<file path="config.mk">
export PLATFORM = sky130hd
export DESIGN_NAME = adcs_top
export DESIGN_NICKNAME = d
export VERILOG_FILES = /design/src/hdl/adcs_pkg.sv /design/src/hdl/adcs_top.sv
export SDC_FILE = /design/constraint.sdc
export NUM_CORES = 1
export LEC_CHECK = 0
export BUFFER_PORTS_ARGS = -buffer_cell sky130_fd_sc_hd__buf_2
export CORE_ASPECT_RATIO = 0.7
export CORE_UTILIZATION = 41
export DETAILED_ROUTE_END_ITERATION = 7
export PLACE_DENSITY_LB_ADDON = 0.1
export SLEW_MARGIN = 20
export SYNTH_ARGS = -nofsm -noshare
export SYNTH_HDL_FRONTEND = slang
export SYNTH_SLANG_ARGS = --single-unit
</file>
<file path="constraint.sdc">
create_clock -name pclk -period 3.2 [get_ports pclk]
set_clock_uncertainty 0.05 [all_clocks]
set_input_delay 0.32 -clock pclk [delete_from_list [all_inputs] [get_ports pclk]]
set_output_delay 0.32 -clock pclk [all_outputs]
set_load 0.01 [all_outputs]
</file>
<file path="src/hdl/adcs_pkg.sv">
// Constants, field positions and types shared by the converter control block
package adcs_pkg;
  localparam int unsigned ADCS_AW = 8;
  localparam int unsigned ADCS_RES_W = 12;
  localparam int unsigned ADCS_IRQ_W = 2;
  localparam int unsigned ADCS_CONV_CLOCKS_DFLT = 16;

  localparam logic [7:0] ADCS_OFS_RES_LO = 8'h00;
  localparam logic [7:0] ADCS_OFS_RES_HI = 8'h04;
  localparam logic [7:0] ADCS_OFS_CTRL0 = 8'h08;
  localparam logic [7:0] ADCS_OFS_CTRL1 = 8'h0C;
  localparam logic [7:0] ADCS_OFS_CTRL2 = 8'h10;
  localparam logic [7:0] ADCS_OFS_BGAP = 8'h14;
  localparam logic [7:0] ADCS_OFS_IRQ_STAT = 8'h18;
  localparam logic [7:0] ADCS_OFS_IRQ_EN = 8'h1C;
  localparam logic [7:0] ADCS_OFS_IRQ_CLR = 8'h20;

  localparam logic [7:0] ADCS_RST_CTRL0 = 8'h00;
  localparam logic [7:0] ADCS_RST_CTRL1 = 8'h00;
  localparam logic [7:0] ADCS_RST_CTRL2 = 8'h00;
  localparam logic [7:0] ADCS_RST_BGAP = 8'h00;
  localparam logic [11:0] ADCS_RST_RESULT = 12'h000;

  localparam int unsigned ADCS_C0_START = 7;
  localparam int unsigned ADCS_C0_BUSY = 6;
  localparam int unsigned ADCS_C0_EN = 5;
  localparam int unsigned ADCS_C0_ALIGN = 4;
  localparam int unsigned ADCS_C1_SRC_LSB = 4;
  localparam int unsigned ADCS_C1_CKDIV_LSB = 0;
  localparam int unsigned ADCS_C2_AMP_EN = 7;
  localparam int unsigned ADCS_C2_PGA_IN = 4;
  localparam int unsigned ADCS_C2_REF_LSB = 2;
  localparam int unsigned ADCS_C2_GAIN_LSB = 0;
  localparam logic [7:0] ADCS_C2_MASK = 8'h9F;
  localparam int unsigned ADCS_BG_ON = 0;

  localparam int unsigned ADCS_IRQ_DONE = 0;
  localparam int unsigned ADCS_IRQ_REFUSED = 1;

  typedef enum logic [2:0] {
    ADCS_INT_NONE, ADCS_INT_SUPPLY, ADCS_INT_HALF_SUPPLY, ADCS_INT_QUARTER_SUPPLY,
    ADCS_INT_AMP, ADCS_INT_HALF_AMP, ADCS_INT_QUARTER_AMP
  } adcs_int_sel_t;

  typedef enum logic {ADCS_IDLE, ADCS_CONV} adcs_state_t;
endpackage

</file>
<file path="src/hdl/adcs_top.sv">
// Converter sequencing, result formatting, input routing and APB register file
//
// Register access over APB and the register addresses were decided locally.
`timescale 1ns/1ps
module adcs_top
  import adcs_pkg::*;
#(
  parameter int unsigned CONV_CLOCKS = ADCS_CONV_CLOCKS_DFLT
) (
  input wire logic pclk,
  input wire logic presetn,
  input wire logic psel,
  input wire logic penable,
  input wire logic pwrite,
  input wire logic [ADCS_AW-1:0] paddr,
  input wire logic [31:0] pwdata,
  output logic [31:0] prdata,
  output logic pready,
  output logic pslverr,
  input wire logic [ADCS_RES_W-1:0] core_result,
  input wire logic [7:0] pin_analog_sel,
  output logic core_power_on,
  output logic core_start,
  output logic conv_busy,
  output logic ext_connect,
  output logic [2:0] ext_chan,
  output logic ext_float,
  output adcs_int_sel_t int_sel,
  output logic gnd_connect,
  output logic bandgap_on,
  output logic gain_amp_enable,
  output logic pga_input_sel,
  output logic [1:0] ref_select,
  output logic [1:0] pga_gain,
  output logic [7:0] pin_func_off,
  output logic [7:0] pin_pullup_off,
  output logic irq
);
  localparam int unsigned CW = $clog2(CONV_CLOCKS + 1);
  localparam logic [CW-1:0] LAST_CLK = CW'(CONV_CLOCKS - 1);

  typedef struct packed {
    logic pready;
    logic pslverr;
    logic [31:0] prdata;
    logic start;
    logic en;
    logic align;
    logic [3:0] chan;
    logic [3:0] src;
    logic [2:0] ckdiv;
    logic [7:0] ctrl2;
    logic bg;
    logic [ADCS_RES_W-1:0] result;
    adcs_state_t state;
    logic busy;
    logic [6:0] presc;
    logic [CW-1:0] cnt;
    logic core_start;
    logic [ADCS_IRQ_W-1:0] irq_st;
    logic [ADCS_IRQ_W-1:0] irq_en;
    logic irq;
    logic ext_connect;
    logic [2:0] ext_chan;
    logic ext_float;
    adcs_int_sel_t int_sel;
    logic gnd_connect;
    logic [7:0] pin_func_off;
    logic [7:0] pin_pullup_off;
  } adcs_state_s_t;

  adcs_state_s_t s;
  adcs_state_s_t next_s;

  // Terminal value of the prescaler for a divider code
  function automatic logic [6:0] div_mask(input logic [2:0] code);
    div_mask = 7'((8'h01 << code) - 8'h01);
  endfunction

  function automatic logic is_mapped(input logic [ADCS_AW-1:0] a);
    is_mapped = (a == ADCS_OFS_RES_LO) || (a == ADCS_OFS_RES_HI) ||
                (a == ADCS_OFS_CTRL0) || (a == ADCS_OFS_CTRL1) ||
                (a == ADCS_OFS_CTRL2) || (a == ADCS_OFS_BGAP) ||
                (a == ADCS_OFS_IRQ_STAT) || (a == ADCS_OFS_IRQ_EN) ||
                (a == ADCS_OFS_IRQ_CLR);
  endfunction

  function automatic logic is_external(input logic [3:0] src);
    is_external = (src == 4'h0) || (src == 4'h4) || (src[3:2] == 2'b11);
  endfunction

  logic access_phase;
  logic wr_commit;
  logic start_fall;
  logic tick;
  logic [7:0] rd_byte;
  logic [ADCS_IRQ_W-1:0] irq_set;
  logic [ADCS_IRQ_W-1:0] irq_clr;

  always_comb begin
    next_s = s;
    access_phase = psel && penable && !s.pready;
    wr_commit = psel && penable && s.pready && pwrite;
    start_fall = 1'b0;
    irq_set = '0;
    irq_clr = '0;
    rd_byte = 8'h00;
    tick = (s.presc == div_mask(s.ckdiv));

    // Read data is formed from current state and held until the next access
    unique case (paddr)
      ADCS_OFS_RES_LO: rd_byte = s.align ? s.result[7:0] : {s.result[3:0], 4'h0};
      ADCS_OFS_RES_HI: rd_byte = s.align ? {4'h0, s.result[11:8]} : s.result[11:4];
      ADCS_OFS_CTRL0: rd_byte = {s.start, s.busy, s.en, s.align, s.chan};
      ADCS_OFS_CTRL1: rd_byte = {s.src, 1'b0, s.ckdiv};
      ADCS_OFS_CTRL2: rd_byte = s.ctrl2;
      ADCS_OFS_BGAP: rd_byte = {7'h00, s.bg};
      ADCS_OFS_IRQ_STAT: rd_byte = 8'(s.irq_st);
      ADCS_OFS_IRQ_EN: rd_byte = 8'(s.irq_en);
      default: rd_byte = 8'h00;
    endcase

    // One wait state: pready rises the cycle after the access phase begins
    next_s.pready = access_phase;
    next_s.pslverr = access_phase && !is_mapped(paddr);
    if (access_phase) begin
      next_s.prdata = {24'h00_0000, rd_byte};
    end

    if (wr_commit) begin
      unique case (paddr)
        ADCS_OFS_CTRL0: begin
          // Busy position is read-only, the written bit is dropped
          next_s.start = pwdata[ADCS_C0_START];
          next_s.en = pwdata[ADCS_C0_EN];
          next_s.align = pwdata[ADCS_C0_ALIGN];
          next_s.chan = pwdata[3:0];
          start_fall = s.start && !pwdata[ADCS_C0_START];
        end
        ADCS_OFS_CTRL1: begin
          next_s.src = pwdata[ADCS_C1_SRC_LSB +: 4];
          next_s.ckdiv = pwdata[ADCS_C1_CKDIV_LSB +: 3];
        end
        ADCS_OFS_CTRL2: next_s.ctrl2 = pwdata[7:0] & ADCS_C2_MASK;
        ADCS_OFS_BGAP: next_s.bg = pwdata[ADCS_BG_ON];
        ADCS_OFS_IRQ_EN: next_s.irq_en = pwdata[ADCS_IRQ_W-1:0];
        ADCS_OFS_IRQ_CLR: irq_clr = pwdata[ADCS_IRQ_W-1:0];
        default: ;
      endcase
    end

    // Converter sequencing
    next_s.core_start = 1'b0;
    unique case (s.state)
      ADCS_IDLE: begin
        if (start_fall && s.en && !s.busy) begin
          next_s.state = ADCS_CONV;
          next_s.busy = 1'b1;
          next_s.presc = 7'h00;
          next_s.cnt = '0;
          next_s.core_start = 1'b1;
        end
      end
      ADCS_CONV: begin
        next_s.presc = tick ? 7'h00 : s.presc + 7'h01;
        if (tick) begin
          if (s.cnt == LAST_CLK) begin
            next_s.result = core_result;
            next_s.busy = 1'b0;
            next_s.state = ADCS_IDLE;
            irq_set[ADCS_IRQ_DONE] = 1'b1;
          end else begin
            next_s.cnt = s.cnt + CW'(1);
          end
        end
      end
    endcase

    // A start while busy or disabled only raises the refused event
    if (start_fall && (!s.en || s.busy)) begin
      irq_set[ADCS_IRQ_REFUSED] = 1'b1;
    end

    // Disabling aborts a running conversion; results are left untouched
    if (!s.en) begin
      next_s.state = ADCS_IDLE;
      next_s.busy = 1'b0;
      next_s.result = s.result;
    end

    // Set wins over a clear in the same cycle
    next_s.irq_st = (s.irq_st & ~irq_clr) | irq_set;
    next_s.irq = |(next_s.irq_st & next_s.irq_en);

    // Analog input routing
    next_s.ext_connect = is_external(s.src) && !s.chan[3];
    next_s.ext_float = is_external(s.src) && s.chan[3];
    next_s.ext_chan = s.chan[2:0];
    next_s.gnd_connect = (s.src[3:2] == 2'b10);
    unique case (s.src)
      4'h1: next_s.int_sel = ADCS_INT_SUPPLY;
      4'h2: next_s.int_sel = ADCS_INT_HALF_SUPPLY;
      4'h3: next_s.int_sel = ADCS_INT_QUARTER_SUPPLY;
      4'h5: next_s.int_sel = ADCS_INT_AMP;
      4'h6: next_s.int_sel = ADCS_INT_HALF_AMP;
      4'h7: next_s.int_sel = ADCS_INT_QUARTER_AMP;
      default: next_s.int_sel = ADCS_INT_NONE;
    endcase
    next_s.pin_func_off = pin_analog_sel;
    next_s.pin_pullup_off = pin_analog_sel;
  end

  always_ff @(posedge pclk or negedge presetn) begin
    if (!presetn) begin
      s <= '0;
      s.start <= ADCS_RST_CTRL0[ADCS_C0_START];
      s.en <= ADCS_RST_CTRL0[ADCS_C0_EN];
      s.align <= ADCS_RST_CTRL0[ADCS_C0_ALIGN];
      s.chan <= ADCS_RST_CTRL0[3:0];
      s.src <= ADCS_RST_CTRL1[ADCS_C1_SRC_LSB +: 4];
      s.ckdiv <= ADCS_RST_CTRL1[ADCS_C1_CKDIV_LSB +: 3];
      s.ctrl2 <= ADCS_RST_CTRL2;
      s.bg <= ADCS_RST_BGAP[ADCS_BG_ON];
      s.result <= ADCS_RST_RESULT;
      s.state <= ADCS_IDLE;
      s.int_sel <= ADCS_INT_NONE;
      s.ext_connect <= 1'b1;
    end else begin
      s <= next_s;
    end
  end

  assign prdata = s.prdata;
  assign pready = s.pready;
  assign pslverr = s.pslverr;
  assign core_power_on = s.en;
  assign core_start = s.core_start;
  assign conv_busy = s.busy;
  assign ext_connect = s.ext_connect;
  assign ext_chan = s.ext_chan;
  assign ext_float = s.ext_float;
  assign int_sel = s.int_sel;
  assign gnd_connect = s.gnd_connect;
  assign bandgap_on = s.bg;
  assign gain_amp_enable = s.ctrl2[ADCS_C2_AMP_EN];
  assign pga_input_sel = s.ctrl2[ADCS_C2_PGA_IN];
  assign ref_select = s.ctrl2[ADCS_C2_REF_LSB +: 2];
  assign pga_gain = s.ctrl2[ADCS_C2_GAIN_LSB +: 2];
  assign pin_func_off = s.pin_func_off;
  assign pin_pullup_off = s.pin_pullup_off;
  assign irq = s.irq;

  logic ctrl0_fall_wr;
  assign ctrl0_fall_wr = wr_commit && (paddr == ADCS_OFS_CTRL0) && s.start &&
                         !pwdata[ADCS_C0_START];
endmodule

</file>
Word-level counts from Yosys, hierarchy flattened
Cells that the tools add are included.
{ "word_totals": {"regBits": 80, "out_inout_bits": 70, "wordCells": 121, "in_bits": 65} }
{ "op_classes": {"n_addsub": 3, "n_mux": 23, "shift": 1, "reduce_logical": 38, "bitwise": 5, "eq_ne": 25} }
{ "op_table": {"columns": ["cell", "count"], "rows": [
  ["$pmux 8 s8", 1],
  ["$eq 8x5->1 const B", 4],
  ["$pmux 14 s2", 1],
  ["$pmux 3 s6", 1],
  ["$eq 4x3->1 const B", 4],
  ["$eq 8x4->1 const B", 2],
  ["$mux 8", 2],
  ["$mux 15", 1],
  ["$mux 2", 7],
  ["$logic_and 1x1->1", 11],
  ["$logic_or 1x1->1", 11],
  ["$mux 5", 2],
  ["$eq 4x2->1 const B", 2],
  ["$eq 8x3->1 const B", 1],
  ["$eq 8x6->1 const B", 1],
  ["$logic_not 8->1", 1],
  ["$reduce_and 2->1", 4],
  ["$add 7x1->7 const B", 1],
  ["$eq 7x7->1", 1],
  ["$mux 1", 7],
  ["$mux 7", 1],
  ["$shl 1x3->7 const A", 1],
  ["$sub 7x1->7 const B", 1],
  ["$logic_not 1->1", 6],
  ["other kinds (16)", 21]
]} }

Logic depth before layout (Yosys ltp)
{ "depth": {"ltp_word": 11, "mapped_depth": 9, "mapped_depth_nobuf": 7} }

Worst setup path before layout
No wires, ideal clock.
{ "synth_timing": {"path_type": "register to register", "startpoint": "reg s[68] (netlist bit)", "endpoint": "reg s[47] (netlist bit)", "path_buffers": 2, "t_arrival_ps": 2125, "setup_slack_ps": 900, "setup_time_ps": 125, "synth_period_minus_slack_ps": 2300, "stages_incl_launch_ff": 9, "t_required_ps": 3025, "path_cell_list": "dfrtp_1 > buf_6 > nor4_2 > a41oi_1 > a211oi_2 > nand3_2 > or3_4 > buf_6 > mux2_4"} }
{ "synth_via": {"elab_chain_len": 4} }
{ "synth_rtl": {"columns": ["item", "line", "text"], "rows": [
  ["start, declared", "adcs_top.sv:72", "adcs_state_s_t s;"],
  ["start signal, assigned", "adcs_top.sv:229", "s <= next_s;"],
  ["$shl 1x3->7", "adcs_top.sv:77", "div_mask = 7'((8'h01 << code) - 8'h01);"],
  ["$sub 7x1->7", "adcs_top.sv:77", null],
  ["$eq 7x7->1", "adcs_top.sv:108", "tick = (s.presc == div_mask(s.ckdiv));"],
  ["$reduce_and 4->1 (no line)", null, null]
]} }
Every way passes these cells.
A chain may end at the register's enable or synchronous reset.

Final worst setup path
{ "layout_timing": {"startpoint": "reg s[68] (netlist bit)", "endpoint": "reg s[48] (netlist bit)"} }
Same word-level chain as after synthesis.

==> results.py <==
metrics = {
    "run_status": {
        "status": "finished, violations left",
        "violations": "negative hold slack",
    },
    "floorplanning": {
        "num_rows": 30,
        "die_w_um": 124,
        "die-area_um2": 10800,
        "start_util": 0.429,
        "die_h_um": 87.1,
        "boundaryPins": 135,
        "coreArea_um2": 9870,
    },
    "place": {
        "dp.cells": 561,
        "dp_hpwl_um": 6630,
        "io_buffers": 86,
        "pre_cts_ws_ps": 714,
        "place_area_um2": 4430,
        "place_congestion": 0.805,
    },
    "yosys": {
        "synth_area_leaders": "dfrtp_1 47%, buf_4 10%, mux2_2 6.6%, mux2_4 3.5%, mux2i_1 2.6%",
        "synth_edf_count": 0,
        "ys_warn_count": 0,
        "ys_seq_area_frac": 0.473,
        "synthTopCellsByCount": "79 x dfrtp_1, 59 x buf_4, 25 x mux2_2, 24 x nand2_1, 21 x nand3_1",
        "synth_top_cell_by_area": "dfrtp_1",
        "synth_top_area_share": 0.466,
        "ys_seq_elements": 80,
        "syn_area_um2": 4240,
        "synthFlopType": "dfrtp_1",
        "synth_cells": 394,
        "avgSynthCellArea_um2": 10.8,
        "synthArstFlopShare": 1.00,
        "synth_cell_types": 57,
        "synth_most_common_cell": "dfrtp_1",
    },
    "global_route": {
        "grt_antenna_before_repair": 0,
        "track_usage": 0.191,
        "grt_pass1_vias": 2843,
        "grt-ovfl-total": 0,
        "grt_pass1_wl_um": 15100,
        "grt_max_degree": 81,
    },
    "routing": {
        "viasPerCell": 5.26,
        "wl_per_cell_um": 16.0,
        "routed_wl_um": 9230,
        "antenna_left": 0,
        "vias": 3036,
        "drtIter0Drc": 129,
        "drc": 0,
        "drt_first_pass_iters": 5,
    },
    "clocking": {
        "cts_root_buf": "clkbuf_16",
        "cts_tree": "yes",
        "cts_htree_levels": 3,
        "cts_inserted_buffers": 9,
        "clk_latency_ps": 350,
        "cts_hold_buf": 0,
        "cts_setup_buffers": 0,
        "cts_resized": 0,
        "clkTransAtPathRegs_ps": 60,
        "clock-sinks": 80,
        "clk_path_buf_depth": 2,
    },
    "critical_path": {
        "crit_type": "reg2reg",
        "worstSetupStartpointType": "flop",
        "cp_num_buf_inv": 0,
        "critPathLaunch": "s[68]$_DFFE_PN0P_",
        "cp.depth": 6,
        "slowest_stage": "or3_4",
        "crit_end": "s[48]$_DFFE_PN0P_",
        "crit_path_end_kind": "flop",
        "cp.arrival_ps": 2670,
        "crit_fanout": 12,
        "cpPeakStageDelay_ps": 510,
        "critPathRequiredTime_ps": 3380,
        "regToRegEndpoint": "s[48]$_DFFE_PN0P_",
        "rrSetupSlack_ps": 700,
        "reg2reg_depth": 6,
        "cp_top_family": "simple AND/OR/NAND/NOR gates",
        "timing.rr.start": "s[68]$_DFFE_PN0P_",
        "path_cells": "nor4_2 -> a41oi_1 -> a211oi_2 -> nand3_2 -> or3_4 -> mux2_4",
    },
    "sta": {
        "tightest_slew_ps": 739,
        "whs_ps": -48.0,
        "slew_headroom": 0.504,
        "setup_violations": 0,
        "max_freq_ghz": 0.401,
        "rsz0062_at_grt": "false",
        "finalCritPeriodShare": 0.780,
        "min_period_ps": 2500,
        "setup_tns_ps": 0,
        "hold_viol": 50,
        "finalMaxSlewViolations": 0,
        "finalWorstSetupSlack_ps": 704,
    },
    "pwr": {
        "ir_worst_vdd_uv": 339,
        "total_leakage_power_nw": 2.39,
        "p_per_area_nw_per_um2": 657,
        "power.total_mw": 3.17,
    },
    "cells_and_area": {
        "register_area_um2": 2000,
        "nFillCells": 940,
        "layoutNonFillerInstCount": 577,
        "multi_input_area_um2": 1770,
        "final_area_um2": 4820,
        "drive_above_1_share": 0.334,
        "area_growth_pct": 13.7,
        "num_antenna_cells": 0,
        "nets": 512,
        "utilization": 0.488,
    },
    "flow_run": {
        "max-cap-violations": 0,
    },
    "worst_hold_path": {
        "hold_class": "in2async",
    },
}
-- worst reg2reg max path: cells and delay by family (launching register included) --
kind / cells / cell delay, ps
and+or+nand+nor: 3 / 960
AOI/OAI and AO/OA: 2 / 530
muxes: 1 / 340
DFF: 1 / 490
-- metal layers --
layer,track usage,share of wire,routed length (µm)
met1,0.287,0.51,4690
met3,0.0582,0.077,706
met4,0.0701,0.011,104
met2,0.254,0.40,3730
met5,0,0,0
-- kinds of logic (layout without fill, tap and decap cells) --
group	after synthesis	count (layout)	share of synthesized area
other	1	24	0.000885
xor gates and xnor gates	3	3	0.00620
AOI/OAI and AO/OA	60	60	0.0948
buffers and inverters	84	116	0.130
muxes	48	48	0.138
DFF	80	80	0.473
adders and majority gates	3	3	0.00886
and+or+nand+nor	115	115	0.148
-- registers in the layout, indices dropped and copies added, names as in the netlist, 2 cells and up --
name and flops:
pin_pullup_off 8, prdata 8, next_s 3, ref_select 2, pga_gain 2, ext_chan 3
s 39, int_sel 3
-- how the worst min path moves through the flow --
stage	start	end	slack (ps)	cells after the start
after floorplan	presetn	bandgap_on$_DFFE_PN0P_	-30	0
final	presetn	s[53]$_DFFE_PN0P_	-50	1
after CTS	pin_analog_sel[7]	pin_pullup_off[7]$_DFF_PN0_	20	1
after detailed placement	next_s[21]$_DFFE_PN0P_	ext_chan[0]$_DFF_PN0_	360	0
after global routing	pin_analog_sel[6]	pin_pullup_off[6]$_DFF_PN0_	20	1
after global placement	next_s[21]$_DFFE_PN0P_	ext_chan[0]$_DFF_PN0_	370	0
-- power by group --
part	switching, mW	total, mW	leakage [nW]	internal [mW]
clock network	0.412	1.33	0.187	0.919
registers	0.126	1.28	1.04	1.15
logic	0.284	0.560	1.16	0.276
total	0.823	3.17	2.39	2.34
-- layout by cell type, fill, tap and decap left out, drive strengths merged, types with 3 or more instances in the layout --
master   n
nor3     8
nor2b    6
buf     90
conb    24
nand3b   3
o21ai   19
clkbuf  10
nor4     3
nand2b   3
ha       3
or3      6
nand3   22
dfrtp   79
nand2   24
bufinv   5
nor2    16
nor3b    6
inv     10
nand4    4
mux2    35
a22o     8
a31oi    4
a21oi   10
and3     5
mux2i   11
a311oi   3
-- area by class of cell --
class | instances | area share
inverter | 10 | 0.00779
multi-input combinational | 253 | 0.367
clock inverter | 6 | 0.0322
sequential | 80 | 0.416
timing repair buffer | 90 | 0.0968
clock buffer | 10 | 0.0475
tap | 128 | 0.0332
Note: power is estimated with default switching activity, not from simulation.
